## src/rtl/rcso_pkg.sv

```systemverilog
// Constants and carrier types for reset cause and system options
package rcso_pkg;

   // ***********************************************
   // Register field positions
   // ***********************************************
   localparam int RCSO_CAUSE_POR = 7;
   localparam int RCSO_CAUSE_PIN = 6;
   localparam int RCSO_CAUSE_WDOG = 5;
   localparam int RCSO_CAUSE_ILLEGAL_OP_CAUSE = 4;
   localparam int RCSO_CAUSE_CLKGEN = 2;
   localparam int RCSO_CAUSE_LV = 1;
   localparam int RCSO_OPT_WDOG_EN = 7;
   localparam int RCSO_OPT_WDOG_LONG = 6;
   localparam int RCSO_OPT_STOP_ALLOW = 5;
   localparam int RCSO_OPT_DBG_PIN = 1;
   localparam int RCSO_OPT_RST_PIN = 0;
   localparam int RCSO_OPT2_CLK_SEL = 7;
   localparam int RCSO_DBG_FORCE = 0;

   // ***********************************************
   // Reset values
   // ***********************************************
   localparam logic [7:0] RCSO_CAUSE_POR_VAL = 8'h82;
   localparam logic RCSO_WDOG_EN_RST = 1'b1;
   localparam logic RCSO_WDOG_LONG_RST = 1'b1;
   localparam logic RCSO_STOP_ALLOW_RST = 1'b0;
   localparam logic RCSO_DBG_PIN_RST = 1'b1;
   localparam logic RCSO_RST_PIN_POR = 1'b0;
   localparam logic RCSO_CLK_SEL_RST = 1'b1;
   localparam logic [7:0] RCSO_ZERO_BYTE = 8'h00;

   // ***********************************************
   // Timing counts
   // ***********************************************
   localparam int RCSO_HOLD_W = 5;
   localparam logic [RCSO_HOLD_W-1:0] RCSO_RESET_HOLD_CYC = 5'h10;
   localparam int RCSO_WDOG_W = 18;
   localparam int RCSO_WDOG_SHORT_BUS = 8192;
   localparam int RCSO_WDOG_LONG_BUS = 131072;
   localparam int RCSO_WDOG_SHORT_TICK = 32;
   localparam int RCSO_WDOG_LONG_TICK = 256;

   // ***********************************************
   // Types
   // ***********************************************
   typedef enum logic [1:0] {
      RCSO_SEL_CAUSE,
      RCSO_SEL_DBG,
      RCSO_SEL_OPT1,
      RCSO_SEL_OPT2
   } rcso_sel_e;

   typedef struct packed {
      logic rd;
      logic wr;
      logic bg;
      rcso_sel_e sel;
      logic [7:0] wdata;
   } rcso_req_s;

   typedef struct packed {
      logic watchdog_enable;
      logic watchdog_long_timeout;
      logic stop_allow;
      logic debug_pin_enable;
      logic reset_pin_enable;
      logic watchdog_clk_sel;
   } rcso_opt_s;

   typedef struct packed {
      logic pin;
      logic wdog;
      logic illegal_op_cause;
      logic clkgen;
      logic lv;
      logic dbg;
   } rcso_evt_s;

endpackage

```

## src/rtl/rcso_wdog.sv

```systemverilog
// Watchdog counter with restart and selectable time base
module rcso_wdog
   import rcso_pkg::*;
#(
   parameter int SHORT_BUS = RCSO_WDOG_SHORT_BUS,
   parameter int LONG_BUS = RCSO_WDOG_LONG_BUS
) (
   input wire logic clock_i,
   input wire logic reset_i,
   input wire logic restart_i,
   input wire logic enable_i,
   input wire logic long_i,
   input wire logic clk_sel_i,
   input wire logic tick_i,
   output logic timeout_o
);

   typedef struct packed {
      logic [RCSO_WDOG_W-1:0] count;
      logic timeout;
   } rcso_wdog_s;

   rcso_wdog_s st;
   rcso_wdog_s next_st;
   logic [RCSO_WDOG_W-1:0] limit;
   logic step;

   always_comb begin
      next_st = st;
      next_st.timeout = 1'b0;
      if (clk_sel_i) begin
         step = tick_i;
         limit = long_i ? RCSO_WDOG_W'(RCSO_WDOG_LONG_TICK - 1)
                        : RCSO_WDOG_W'(RCSO_WDOG_SHORT_TICK - 1);
      end else begin
         step = 1'b1;
         limit = long_i ? RCSO_WDOG_W'(LONG_BUS - 1) : RCSO_WDOG_W'(SHORT_BUS - 1);
      end
      // Disabled watchdog never times out
      if (restart_i || !enable_i) begin
         next_st.count = '0;
      end else if (step) begin
         if (st.count >= limit) begin
            next_st.count = '0;
            next_st.timeout = 1'b1;
         end else begin
            next_st.count = st.count + 1'b1;
         end
      end
   end

   always_ff @(posedge clock_i or posedge reset_i) begin
      if (reset_i) begin
         st <= '0;
      end else begin
         st <= next_st;
      end
   end

   assign timeout_o = st.timeout;

endmodule

```

## src/rtl/rcso_top.sv

```systemverilog
// Reset cause recorder, debug forced reset and write-once system options

// Behaviour
// Read-only cause register: bits 7,6,5,4,2,1 are flags; bits 3,0 read zero.
// A debug forced reset leaves every cause flag cleared.
// Any write to the cause register restarts the watchdog; flags keep value.
// Power-on reset sets power-on and low-voltage flags, clears the rest.
// Low-voltage reset sets its flag, clears others, keeps power-on flag.
// On reset, flags of active sources set, flags of inactive sources cleared.
// Pin flag at bit 6 marks a reset from low reset pin level.
// Watchdog flag at bit 5 on timeout; no watchdog reset when disabled.
// Illegal flag on bad opcode, disallowed stop or disabled background op.
// Clock generator flag at bit 2 on clock generator reset request.
// Low-voltage reset needs both enables and trip; off in stop unless enabled.
// Background write of 1 to bit 0 of debug register forces reset.
// User program writes to the debug register are ignored.
// Debug register always reads zero.
// Options register takes only first write after reset; reads always allowed.
// Options bits 3 and 2 read zero.
// Watchdog enable at bit 7 resets to 1; 0 disables watchdog.
// Bit 6 picks short or long watchdog period with clock select.
// Stop allow at bit 5 resets to 0; stop then gives illegal reset.
// Debug pin enable at bit 1 resets to debug function after any reset.
// Reset pin enable at bit 0 cleared by power-on only; set adds pull-up.
// Software should write options once at start so they become locked.
// Every reset source clears the options write lock.
// Watchdog clock select picks 1-kHz tick or bus clock; write-once.
module rcso_top
   import rcso_pkg::*;
#(
   parameter int WDOG_SHORT_BUS = RCSO_WDOG_SHORT_BUS,
   parameter int WDOG_LONG_BUS = RCSO_WDOG_LONG_BUS
) (
   input wire logic clock_i,
   input wire logic reset_i,
   input wire rcso_req_s req_i,
   input wire logic reset_pin_i,
   input wire logic lv_trip_i,
   input wire logic lv_detect_enable_i,
   input wire logic lv_reset_enable_i,
   input wire logic lv_stop_enable_i,
   input wire logic in_stop_i,
   input wire logic unimpl_opcode_i,
   input wire logic stop_instr_i,
   input wire logic bg_instruction_i,
   input wire logic bg_mode_enable_i,
   input wire logic clockgen_reset_req_i,
   input wire logic wdog_tick_i,
   output logic [7:0] rdata_o,
   output logic system_reset_o,
   output logic stop_grant_o,
   output rcso_opt_s opt_o,
   output logic [7:0] cause_o
);

   // ***********************************************
   // State
   // ***********************************************
   typedef enum logic {
      RCSO_RUN,
      RCSO_HOLD
   } rcso_phase_e;

   typedef struct packed {
      rcso_phase_e phase;
      logic [RCSO_HOLD_W-1:0] hold_cnt;
      logic [7:0] cause;
      rcso_opt_s opt;
      logic opt1_locked;
      logic opt2_locked;
      logic [7:0] rdata;
      logic [2:0] pin_sync;
      logic pin_level;
      logic [2:0] lv_sync;
      logic lv_level;
   } rcso_state_s;

   rcso_state_s st;
   rcso_state_s next_st;
   rcso_evt_s evt;
   logic wdog_timeout;
   logic wdog_restart;
   logic lv_armed;
   logic any_evt;
   logic cpu_ok;

   // ***********************************************
   // Helpers
   // ***********************************************
   function automatic logic [2:0] rcso_shift(input logic [2:0] s, input logic d);
      rcso_shift = {s[1:0], d};
   endfunction

   // Level changes only once second and third stage agree
   function automatic logic rcso_filter(input logic [2:0] s, input logic prev);
      rcso_filter = (s[1] == s[2]) ? s[2] : prev;
   endfunction

   function automatic logic [7:0] rcso_cause_byte(input rcso_evt_s e,
                                                   input logic por_prev);
      logic [7:0] c;
      c = RCSO_ZERO_BYTE;
      if (!e.dbg) begin
         c[RCSO_CAUSE_PIN] = e.pin;
         c[RCSO_CAUSE_WDOG] = e.wdog;
         c[RCSO_CAUSE_ILLEGAL_OP_CAUSE] = e.illegal_op_cause;
         c[RCSO_CAUSE_CLKGEN] = e.clkgen;
         c[RCSO_CAUSE_LV] = e.lv;
         c[RCSO_CAUSE_POR] = e.lv & por_prev;
      end
      rcso_cause_byte = c;
   endfunction

   function automatic logic [7:0] rcso_opt1_byte(input rcso_opt_s o);
      logic [7:0] b;
      b = RCSO_ZERO_BYTE;
      b[RCSO_OPT_WDOG_EN] = o.watchdog_enable;
      b[RCSO_OPT_WDOG_LONG] = o.watchdog_long_timeout;
      b[RCSO_OPT_STOP_ALLOW] = o.stop_allow;
      b[RCSO_OPT_DBG_PIN] = o.debug_pin_enable;
      b[RCSO_OPT_RST_PIN] = o.reset_pin_enable;
      rcso_opt1_byte = b;
   endfunction

   // Write strobe aimed at one register
   function automatic logic rcso_wr_hit(input rcso_req_s r, input rcso_sel_e s);
      rcso_wr_hit = r.wr && (r.sel == s);
   endfunction

   function automatic logic [7:0] rcso_read_byte(input rcso_sel_e s, input logic [7:0] cause,
                                                 input rcso_opt_s o);
      logic [7:0] b;
      b = RCSO_ZERO_BYTE;
      unique case (s)
         RCSO_SEL_CAUSE: begin
            b = cause;
         end
         RCSO_SEL_DBG: begin
            b = RCSO_ZERO_BYTE;
         end
         RCSO_SEL_OPT1: begin
            b = rcso_opt1_byte(o);
         end
         RCSO_SEL_OPT2: begin
            b[RCSO_OPT2_CLK_SEL] = o.watchdog_clk_sel;
         end
      endcase
      rcso_read_byte = b;
   endfunction

   // Internal resets restore defaults; the reset pin choice survives them
   function automatic rcso_opt_s rcso_opt_defaults(input rcso_opt_s o);
      rcso_opt_s d;
      d = o;
      d.watchdog_enable = RCSO_WDOG_EN_RST;
      d.watchdog_long_timeout = RCSO_WDOG_LONG_RST;
      d.stop_allow = RCSO_STOP_ALLOW_RST;
      d.debug_pin_enable = RCSO_DBG_PIN_RST;
      d.watchdog_clk_sel = RCSO_CLK_SEL_RST;
      rcso_opt_defaults = d;
   endfunction

   function automatic rcso_opt_s rcso_opt1_write(input rcso_opt_s o, input logic [7:0] w);
      rcso_opt_s n;
      n = o;
      n.watchdog_enable = w[RCSO_OPT_WDOG_EN];
      n.watchdog_long_timeout = w[RCSO_OPT_WDOG_LONG];
      n.stop_allow = w[RCSO_OPT_STOP_ALLOW];
      n.debug_pin_enable = w[RCSO_OPT_DBG_PIN];
      // Once set, only power-on clears it
      n.reset_pin_enable = o.reset_pin_enable | w[RCSO_OPT_RST_PIN];
      rcso_opt1_write = n;
   endfunction

   // ***********************************************
   // Watchdog
   // ***********************************************
   rcso_wdog #(
      .SHORT_BUS(WDOG_SHORT_BUS),
      .LONG_BUS(WDOG_LONG_BUS)
   ) u_wdog (
      .clock_i(clock_i),
      .reset_i(reset_i),
      .restart_i(wdog_restart),
      .enable_i(st.opt.watchdog_enable),
      .long_i(st.opt.watchdog_long_timeout),
      .clk_sel_i(st.opt.watchdog_clk_sel),
      .tick_i(wdog_tick_i),
      .timeout_o(wdog_timeout)
   );

   // ***********************************************
   // Reset sources
   // ***********************************************
   always_comb begin
      cpu_ok = (st.phase == RCSO_RUN);
      // Detector is off in stop unless kept alive
      lv_armed = lv_detect_enable_i & lv_reset_enable_i
                 & (!in_stop_i | lv_stop_enable_i);
      evt.pin = st.opt.reset_pin_enable & !st.pin_level;
      evt.wdog = wdog_timeout & st.opt.watchdog_enable;
      evt.illegal_op_cause = unimpl_opcode_i
                 | (stop_instr_i & !st.opt.stop_allow)
                 | (bg_instruction_i & !bg_mode_enable_i);
      evt.clkgen = clockgen_reset_req_i;
      evt.lv = lv_armed & st.lv_level;
      // Only a background access may reach the force bit
      evt.dbg = rcso_wr_hit(req_i, RCSO_SEL_DBG) & req_i.bg
                & req_i.wdata[RCSO_DBG_FORCE];
      any_evt = cpu_ok & (|evt);
      wdog_restart = (cpu_ok & rcso_wr_hit(req_i, RCSO_SEL_CAUSE))
                     | !cpu_ok;
   end

   // ***********************************************
   // Next state
   // ***********************************************
   always_comb begin
      next_st = st;
      next_st.pin_sync = rcso_shift(st.pin_sync, reset_pin_i);
      next_st.pin_level = rcso_filter(st.pin_sync, st.pin_level);
      next_st.lv_sync = rcso_shift(st.lv_sync, lv_trip_i);
      next_st.lv_level = rcso_filter(st.lv_sync, st.lv_level);
      unique case (st.phase)
         RCSO_RUN: begin
            if (any_evt) begin
               // Active sources set, inactive cleared
               next_st.cause = rcso_cause_byte(evt, st.cause[RCSO_CAUSE_POR]);
               next_st.phase = RCSO_HOLD;
               next_st.hold_cnt = '0;
               next_st.rdata = RCSO_ZERO_BYTE;
               next_st.opt = rcso_opt_defaults(st.opt);
               next_st.opt1_locked = 1'b0;
               next_st.opt2_locked = 1'b0;
            end else begin
               if (req_i.rd) begin
                  next_st.rdata = rcso_read_byte(req_i.sel, st.cause, st.opt);
               end
               if (rcso_wr_hit(req_i, RCSO_SEL_OPT1) && !st.opt1_locked) begin
                  next_st.opt1_locked = 1'b1;
                  next_st.opt = rcso_opt1_write(st.opt, req_i.wdata);
               end
               // Clock select keeps a lock of its own, apart from the other options
               if (rcso_wr_hit(req_i, RCSO_SEL_OPT2) && !st.opt2_locked) begin
                  next_st.opt2_locked = 1'b1;
                  next_st.opt.watchdog_clk_sel = req_i.wdata[RCSO_OPT2_CLK_SEL];
               end
            end
         end
         RCSO_HOLD: begin
            // CPU is held in reset, so its requests are dropped
            next_st.hold_cnt = st.hold_cnt + 1'b1;
            if (st.hold_cnt == RCSO_RESET_HOLD_CYC - 1'b1) begin
               next_st.phase = RCSO_RUN;
               next_st.hold_cnt = '0;
            end
         end
      endcase
   end

   // ***********************************************
   // Registers
   // ***********************************************
   always_ff @(posedge clock_i or posedge reset_i) begin
      if (reset_i) begin
         st.phase <= RCSO_HOLD;
         st.hold_cnt <= '0;
         st.cause <= RCSO_CAUSE_POR_VAL;
         st.opt.watchdog_enable <= RCSO_WDOG_EN_RST;
         st.opt.watchdog_long_timeout <= RCSO_WDOG_LONG_RST;
         st.opt.stop_allow <= RCSO_STOP_ALLOW_RST;
         st.opt.debug_pin_enable <= RCSO_DBG_PIN_RST;
         st.opt.reset_pin_enable <= RCSO_RST_PIN_POR;
         st.opt.watchdog_clk_sel <= RCSO_CLK_SEL_RST;
         st.opt1_locked <= 1'b0;
         st.opt2_locked <= 1'b0;
         st.rdata <= RCSO_ZERO_BYTE;
         st.pin_sync <= 3'b111;
         st.pin_level <= 1'b1;
         st.lv_sync <= 3'b000;
         st.lv_level <= 1'b0;
      end else begin
         st <= next_st;
      end
   end

   // ***********************************************
   // Outputs
   // ***********************************************
   assign rdata_o = st.rdata;
   assign system_reset_o = (st.phase == RCSO_HOLD);
   assign stop_grant_o = cpu_ok & stop_instr_i & st.opt.stop_allow;
   assign opt_o = st.opt;
   assign cause_o = st.cause;

endmodule

```

## config.mk

```make
export PLATFORM = sky130hd
export DESIGN_NAME = rcso_top
export DESIGN_NICKNAME = d
export VERILOG_FILES = /design/src/rtl/rcso_pkg.sv /design/src/rtl/rcso_wdog.sv /design/src/rtl/rcso_top.sv
export SDC_FILE = /design/constraint.sdc
export NUM_CORES = 1
export LEC_CHECK = 0
export BUFFER_PORTS_ARGS = -buffer_cell sky130_fd_sc_hd__buf_2
export CAP_MARGIN = 5
export CORE_MARGIN = 2
export CORE_UTILIZATION = 40
export CTS_BUF_LIST = sky130_fd_sc_hd__clkbuf_16
export DETAILED_ROUTE_END_ITERATION = 10
export PLACE_DENSITY = 0.65
export SETUP_SLACK_MARGIN = 0.1
export SYNTH_ARGS = -nofsm -noshare
export SYNTH_HDL_FRONTEND = slang
export SYNTH_SLANG_ARGS = --single-unit
```

## constraint.sdc

```tcl
create_clock -name clock_i -period 4.5 [get_ports clock_i]
set_clock_uncertainty 0.2 [all_clocks]
set_input_delay 0.45 -clock clock_i [delete_from_list [all_inputs] [get_ports clock_i]]
set_output_delay 0.45 -clock clock_i [all_outputs]
set_load 0.1 [all_outputs]
```

# After elaboration in Yosys (flattened, before gate mapping)
# Cells that the tools add are included.
word_totals:
  reg_bits: 55
  input_bits: 27
  elab_cells: 95
classes:
  muxes: 21
  n_bitwise: 21
  magnitude_cmp: 1
  add_sub_neg: 2
  eq_ne: 7
  reduce_logical: 25
op_table:
  columns: ["cell", "n"]
  rows:
  - ["$mux 18", 3]
  - ["$mux 19", 1]
  - ["$add 18x1->18 const B", 1]
  - ["$ge 18x18->1", 1]
  - ["$mux 17", 1]
  - ["$mux 16", 1]
  - ["$mux 8", 2]
  - ["$and 1x1->1", 14]
  - ["$mux 14", 1]
  - ["$pmux 7 s2", 1]
  - ["$pmux 6 s2", 1]
  - ["$reduce_and 2->1", 4]
  - ["$reduce_bool 2->1", 4]
  - ["$logic_not 1->1", 7]
  - ["$mux 7", 1]
  - ["$logic_and 1x1->1", 6]
  - ["$mux 6", 1]
  - ["$reduce_or 6->1", 1]
  - ["$add 5x1->5 const B", 1]
  - ["$eq 5x4->1 const B", 1]
  - ["$mux 1", 5]
  - ["$or 1x1->1", 5]
  - ["$eq 2x2->1 const B", 2]
  - ["$mux 4", 1]
  - ["other kinds (9)", 11]

# Depth between registers and ports, before layout
# Gate-level depths: netlist of the first run.
depth:
  word_depth: 8
  depth_mapped: 10

# By module
# From an unflattened synthesis of the first run, not the netlist that was laid out.
unflattened:
  cells_unflattened: 307
  area_unflattened_um2: 3064.2
modules_own_cells:
  columns: ["module", "seq_area_each_um2", "instances", "cells_each", "area_per_inst_um2"]
  rows:
  - ["rcso_top", 889.6, 1, 164, 1757.9]
  - ["rcso_wdog", 475.5, 1, 143, 1306.3]

# Least setup slack after synthesis of the first run
# No wires, ideal clock.
synth_path:
  path_kind: "register to output"
  from: "reg st (netlist bit system_reset_o)"
  to: "out stop_grant_o"
  setup_slack_ns: 0.828
  arrival_time_ns: 3.022
  t_required_ns: 3.850
  path_buffers: 1
  path_stages_with_launch: 3
  path_cell_list: "dfstp_2 -> clkbuf_1 -> nor3b_1"
synth_via:
  elab_chain_len: 3
synth_rtl:
  columns: ["item", "line", "source"]
  rows:
  - ["start: declaration", "rcso_top.sv:78", "rcso_state_s st;"]
  - ["start signal: assignment", "rcso_top.sv:283", "st <= next_st;"]
  - ["$not 1->1 (no source line)", null, null]
  - ["$and 1x1->1 (2 in a row)", "rcso_top.sv:292", "assign stop_grant_o = cpu_ok & stop_instr_i & st.opt.stop_allow;"]
  - ["end: declaration", "rcso_top.sv:51", "output logic stop_grant_o,"]
# No other way between the ends.

# Worst setup path after layout of the first run
layout_path:
  from: "reg st (netlist bit opt_o[0])"
  to: "reg u_wdog.st[16] in the netlist's numbering"
layout_via:
  elab_chain_len: 5
  word_cells_on_any_way: 7
  cone_classes: "1 x order compare; 5 x mux; 1 x reduce/logical"
layout_rtl:
  columns: ["item", "line", "source"]
  rows:
  - ["$mux 18", "rcso_wdog.sv:31", "if (clk_sel_i) begin"]
  - ["$ge 18x18->1", "rcso_wdog.sv:43", "if (st.count >= limit) begin"]
  - ["$mux 18", "rcso_wdog.sv:43", null]
  - ["$mux 19", "rcso_wdog.sv:42", "end else if (step) begin"]
  - ["$mux 18", "rcso_wdog.sv:40", "if (restart_i || !enable_i) begin"]
  - ["end signal: assignment", "rcso_wdog.sv:56", "st <= next_st;"]
  - ["end: declaration", "rcso_wdog.sv:23", "rcso_wdog_s st;"]
# Several ways; a longest one is shown, not always the timed one. The select of a mux whose other input is x is not followed.
# A chain may end at the register's enable or synchronous reset.

==> impl_metrics.ini, run 1 <==
[synthesis]
synth_sequential_area_ratio = 0.450
synth.top_cells.by_area = dfrtp_1 36%, dfstp_2 9.5%, nand2_1 6.3%
synthesis.instances = 320
syn_area_um2 = 3030
syn_area_per_cell_um2 = 9.47
synth-warning-count = 0
synth_commonest_cells = 51 x nand2_1, 43 x dfrtp_1, 23 x buf_4
synth.most_common_cell = nand2_1
netlist-cell-type-count = 56
number_of_synthesized_flops_with_an_enable_pin = 0
ys.flop_type = dfrtp_1
yosys_register_bits = 54
netlist.area_leader.share = 0.355
yosys.area.top_type = dfrtp_1
synthArstFlopShare = 1.00

[setup_path]
launching_element_type_of_the_critical_path = flop
classification_of_the_worst_setup_path = flop to flop
cp-end-kind = flop
worstPathMaxFanout = 19
crit_required_ps = 4490
worstPathArrival_ps = 3170

[global_routing]
grt_use_total = 0.160
grt-ovfl-total = 0
antenna_found_initial = 0
grt_pass1_vias = 2345
top_usage_layer = met2
globalRouteMet3Util = 0.0307
grt_max_degree = 55
grt_use_met2 = 0.283
grt_pass1_wl_mm = 11.0
met1_usage = 0.203

[final_layout]
area.growth.synth_to_final_pct = 9.21
final_cells = 442
proportion_of_layout_cells_with_a_drive_suffix_above_1 = 0.224
final.fill_count = 732
n_antenna_cell = 0
num-nets-final = 380

[die]
floorplan.initialDensity = 0.416
fp.coreArea_um2 = 7290
top_level_ports = 51
die-height_um = 91.0
design.die.area_um2 = 8290
die_width_um = 91.0
fp-row-count = 31

[timing]
timing_worst_slew_pin_value_ps = 1210
fmax_ghz = 0.315
fin_setup_tns_ps = 0
final-hold-violation-count = 0
final-max-slew-violation-count = 0
report.final.setup_viol = 0
finalHoldWorstSlack_ps = 67.4
max_slew_headroom_at_the_worst_pin = 0.188
layout_worst_path_cycle_share = 0.706
grt_setup_unrepaired = false
period_needed_ps = 3180
finalWorstSetupSlack_ps = 1320

[place]
detailed_place_hpwl_mm = 4.44
dp.cells = 434
routability_cong = 0.770
port_buffers = 44
pre_cts_setup_slack_ps = 1330

[routing]
routed_wl_mm = 6.30
route.antenna.remaining_nets = 0
dr_total_vias = 2364
dr.pass1.iters = 4
wire_per_inst_um = 14.2
vias_per_cell = 5.35
dr.first_iter.drc_count = 76
drc = 0

[clocking]
clock-sinks = 54
worst_skew_pair.late_latency_ps = 290
clk_pin_slew_worst_paths_ps = 70
htree_levels = 2
cts_setup_buffers = 0
cts_buffers = 5
cts_resized = 0
clock_buffer_depth = 2
cts_tree = built
clk_root_buffer_cell = clkbuf_16
cts_hold_buffers = 0

[status]
status = complete, no violations

[flow_run]
timing.max_cap.violations = 0

[pwr]
vdd.ir_drop.worst_v = 0.000147
power.density_nw_per_um2 = 516
p_leak_nw = 1.46

[hold_path]
timing.hold.worst.class = primary input to flop
power by group:
group | internal [mW] | switching, mW
combinational | 0.143 | 0.522
clock | 0.205 | 0.175
sequential | 0.575 | 0.0886
registers in the layout (all words and copies together), names as in the netlist:
register / cells
cause_o: 6
next_st: 4
opt_o: 6
rdata_o: 7
st: 11
system_reset_o: 1
u_wdog.st: 18
u_wdog.timeout_o: 1
kinds of logic (layout without fill, tap and decap cells):
kind of cell	after synthesis	after routing	share of synthesized area
DFF	54	54	0.450
other	1	3	0.00124
and+or+nand+nor	140	140	0.227
buffers and inverters	43	64	0.0888
muxes	7	7	0.0231
xor gates and xnor gates	2	2	0.00578
AOI/OAI and AO/OA	60	60	0.152
adders and majority gates	13	13	0.0520
routing by layer:
metal | vias up | routed length, µm
li1 | 1164 | -
met1 | 1155 | 2880
met2 | 40 | 3130
met3 | 5 | 244
met4 | 0 | 45
met5 | - | 0
critical path, cell delays in order (launching register included):
cell and delay [ps]:
dfstp_2 670, nand2b_1 230, ha_1 280, nand4b_1 150, o21ai_0 110, a211oi_1 190
and3_1 680, nand2_4 250, o311ai_1 320
path summary, 6_finish.rpt:
check	cells past startpoint	slack, ps	from	endpoint
max reg2reg	8	1320	opt_o[0]	u_wdog.st[16]
min	1	70	reset_pin_i	next_st[6]
min in group asynchronous	3	140	reset_i	next_st[2]
min reg2reg	0	150	next_st[2]	next_st[3]
max	8	1320	opt_o[0]	u_wdog.st[16]
max in group asynchronous	3	3510	reset_i	st[0]
through the flow:
stage	util	cell area, µm²	power, mW
finish	0.454	3310	1.71
global route	0.454	3310	1.81
CTS	0.454	3310	1.73
detailed placement	0.434	3170	1.34
global placement	0.434	3170	1.33
floorplan	-	3040	1.27
final cells by class:
| type | count | area [µm²] | share of cell area |
|---|---|---|---|
| multi-input combinational | 225 | 1400 | 0.424 |
| sequential | 54 | 1370 | 0.412 |
| timing repair buffer | 46 | 235 | 0.0711 |
| clock buffer | 5 | 125 | 0.0378 |
| tap | 99 | 124 | 0.0374 |
| inverter | 10 | 37.5 | 0.0113 |
| clock inverter | 3 | 18.8 | 0.00567 |
cell usage in the layout (no fill, tap or decap), types with 4 or more instances in the layout:
| cell type | synthesis | layout |
|---|---|---|
| ha_1 | 11 | 11 |
| nor2_1 | 21 | 21 |
| inv_1 | 10 | 10 |
| a22o_1 | 4 | 4 |
| nand2_1 | 51 | 51 |
| nand3_1 | 16 | 16 |
| o21ai_0 | 16 | 16 |
| buf_2 | 5 | 44 |
| mux2i_1 | 7 | 7 |
| a21oi_1 | 6 | 6 |
| nor3_1 | 12 | 12 |
| dfstp_2 | 11 | 11 |
| or2_2 | 4 | 4 |
| clkbuf_16 | 0 | 5 |
| nand4_1 | 11 | 11 |
| nand2b_1 | 4 | 4 |
| dfrtp_1 | 43 | 43 |
| o211ai_1 | 7 | 7 |
(Power assumes the default switching activity.)
==> inputs of run 2 (changes only) <==
clock period = 3.1 ns   (was 4.5 ns; I/O delays follow)
==> impl_metrics.ini, run 2 (same netlist as run 1, synthesis figures left out) <==
[status]
status = complete, no violations

[pwr]
p_sw_mw = 1.14
power_frac_seq = 0.372
switching_part_of_the_total = 0.442
pwr-share-clk = 0.245
combinationalPowerShare = 0.383
cellInternalPower_mw = 1.43
p_leak_nw = 1.51
vdd.ir_drop.worst_v = 0.000262
power.density_nw_per_um2 = 756

[die]
die-height_um = 91.0
design.die.area_um2 = 8290
top_level_ports = 51
die_width_um = 91.0
fp.coreArea_um2 = 7290
fp-row-count = 31
floorplan.initialDensity = 0.416

[global_routing]
grt_use_total = 0.162
grt_max_degree = 36
antenna_found_initial = 0
grt_pass1_vias = 2316
grt-ovfl-total = 0
grt_pass1_wl_mm = 11.0

[timing]
grt_setup_unrepaired = false
final-max-slew-violation-count = 0
layout_worst_path_cycle_share = 0.875
fmax_ghz = 0.369
period_needed_ps = 2710
max_slew_headroom_at_the_worst_pin = 0.367
fin_setup_tns_ps = 0
report.final.setup_viol = 0
timing_worst_slew_pin_value_ps = 941
finalWorstSetupSlack_ps = 387
final-hold-violation-count = 0

[setup_path]
ff2ff_setup_slack_ps = 390
crit_chain = nand2b_1 -> ha_1 -> nand4b_1 -> nor3_1 -> o2111ai_1 -> and3_2 -> and2_1 -> a22o_1
worst_path_depth = 8
timing.critical_path.slowest_cell_delay_ps = 580
launching_element_type_of_the_critical_path = flop
crit_slowest_cell = dfstp_2
startpoint_of_the_worst_slack_reg_to_reg_timing_path = opt_o[4]
reg2reg_to = u_wdog.st[2]
worstPathMaxFanout = 12
worstPathArrival_ps = 2690
classification_of_the_worst_setup_path = flop to flop
total_buffers_and_inverters_traversed_by_the_critical_path = 0
worst-r2r-cell-count = 8
crit_required_ps = 3080
critical_path.top_delay_family = simple AND/OR/NAND/NOR gates
cp-end-kind = flop

[place]
pre_cts_setup_slack_ps = 247
routability_cong = 0.810
dp.cells = 438
port_buffers = 44
detailed_place_hpwl_mm = 4.64

[final_layout]
num-nets-final = 387
final_common_cell = nand2_1
final_cell_mix = 51 x nand2_1, 44 x buf_2, 43 x dfrtp_1, 21 x nor2_1
top_register = u_wdog.st
proportion_of_layout_cells_with_a_drive_suffix_above_1 = 0.237
final_cells = 449
area.growth.synth_to_final_pct = 12.2
largest_reg_flops = 18
n_antenna_cell = 0

[routing]
dr_total_vias = 2401
routed_wl_mm = 6.38
wire_per_inst_um = 14.2
drc = 0
route.antenna.remaining_nets = 0
vias_per_cell = 5.35
dr.pass1.iters = 5
dr.first_iter.drc_count = 89

[clocking]
worst_skew_pair.late_latency_ps = 290
clock-sinks = 54
cts_tree = built
clk_root_buffer_cell = clkbuf_16
htree_levels = 2
cts_buffers = 5
clk_pin_slew_worst_paths_ps = 70
cts_setup_buffers = 0
clock_buffer_depth = 2

[hold_path]
whs_path_depth = 3
min_delay_worst_endpoint = opt_o[3]
hold_start = req_i[5]
timing.hold.worst.class = primary input to flop

[flow_run]
timing.max_cap.violations = 0
## run 2: tightest hold or removal path, delay by kind of cell
kind	cells	cell delay [ps]
buffers and inverters	1	80
and+or+nand+nor	2	110
## run 2: worst max path at each step
| stage | from | end | slack [ps] |
|---|---|---|---|
| 2_1_floorplan | system_reset_o | stop_grant_o | 560 |
| 3_3_place_gp | opt_o[0] | u_wdog.st[16] | 280 |
| 3_5_place_dp | opt_o[0] | u_wdog.st[8] | 250 |
| 4_1_cts | opt_o[0] | u_wdog.st[8] | 230 |
| 5_1_grt | opt_o[0] | u_wdog.st[8] | 190 |
| 6_report | opt_o[4] | u_wdog.st[2] | 390 |
## run 2: power by group through the flow
stage	combinational (mW)	clock [mW]	sequential, mW
detailed placement	0.985	0	0.968
finish	0.984	0.630	0.956
floorplan	0.884	0	0.965
global placement	0.974	0	0.965
global route	1.06	0.682	0.974
CTS	0.990	0.655	0.955
## run 2: layout make-up
| class | instances | area (µm²) |
|---|---|---|
| clock inverter | 3 | 42.5 |
| clock buffer | 5 | 125 |
| sequential | 54 | 1370 |
| fill | 708 | 3890 |
| inverter | 10 | 37.5 |
| timing repair buffer | 53 | 295 |
| multi-input combinational | 225 | 1410 |
| tap | 99 | 124 |
## run 2: metrics by stage
| step | hold WS, ps | util | cell area, µm² | power (mW) |
|---|---|---|---|---|
| 2_1_floorplan | 114 | - | 3040 | 1.85 |
| 3_3_place_gp | 134 | 0.439 | 3200 | 1.94 |
| 3_5_place_dp | 136 | 0.439 | 3200 | 1.95 |
| 4_1_cts | 33.7 | 0.466 | 3400 | 2.60 |
| 5_1_grt | 40.9 | 0.466 | 3400 | 2.72 |
| 6_report | 37.5 | 0.466 | 3400 | 2.57 |
## run 2: what timing repair did
action | in CTS | in global routing
endpoints found under the setup margin | 0 | 6
gates resized for setup | 0 | 1
hold buffers | 3 | 0
endpoints found under the hold margin | 20 | 0
## run 2: metal layers
layer  vias to the layer above  GRT usage  share of wire
met1                      1159      0.207           0.46
met5                         -          0              0
met2                        60      0.278           0.48
met3                         6     0.0390          0.048
li1                       1176          -              -
met4                         0     0.0366         0.0096
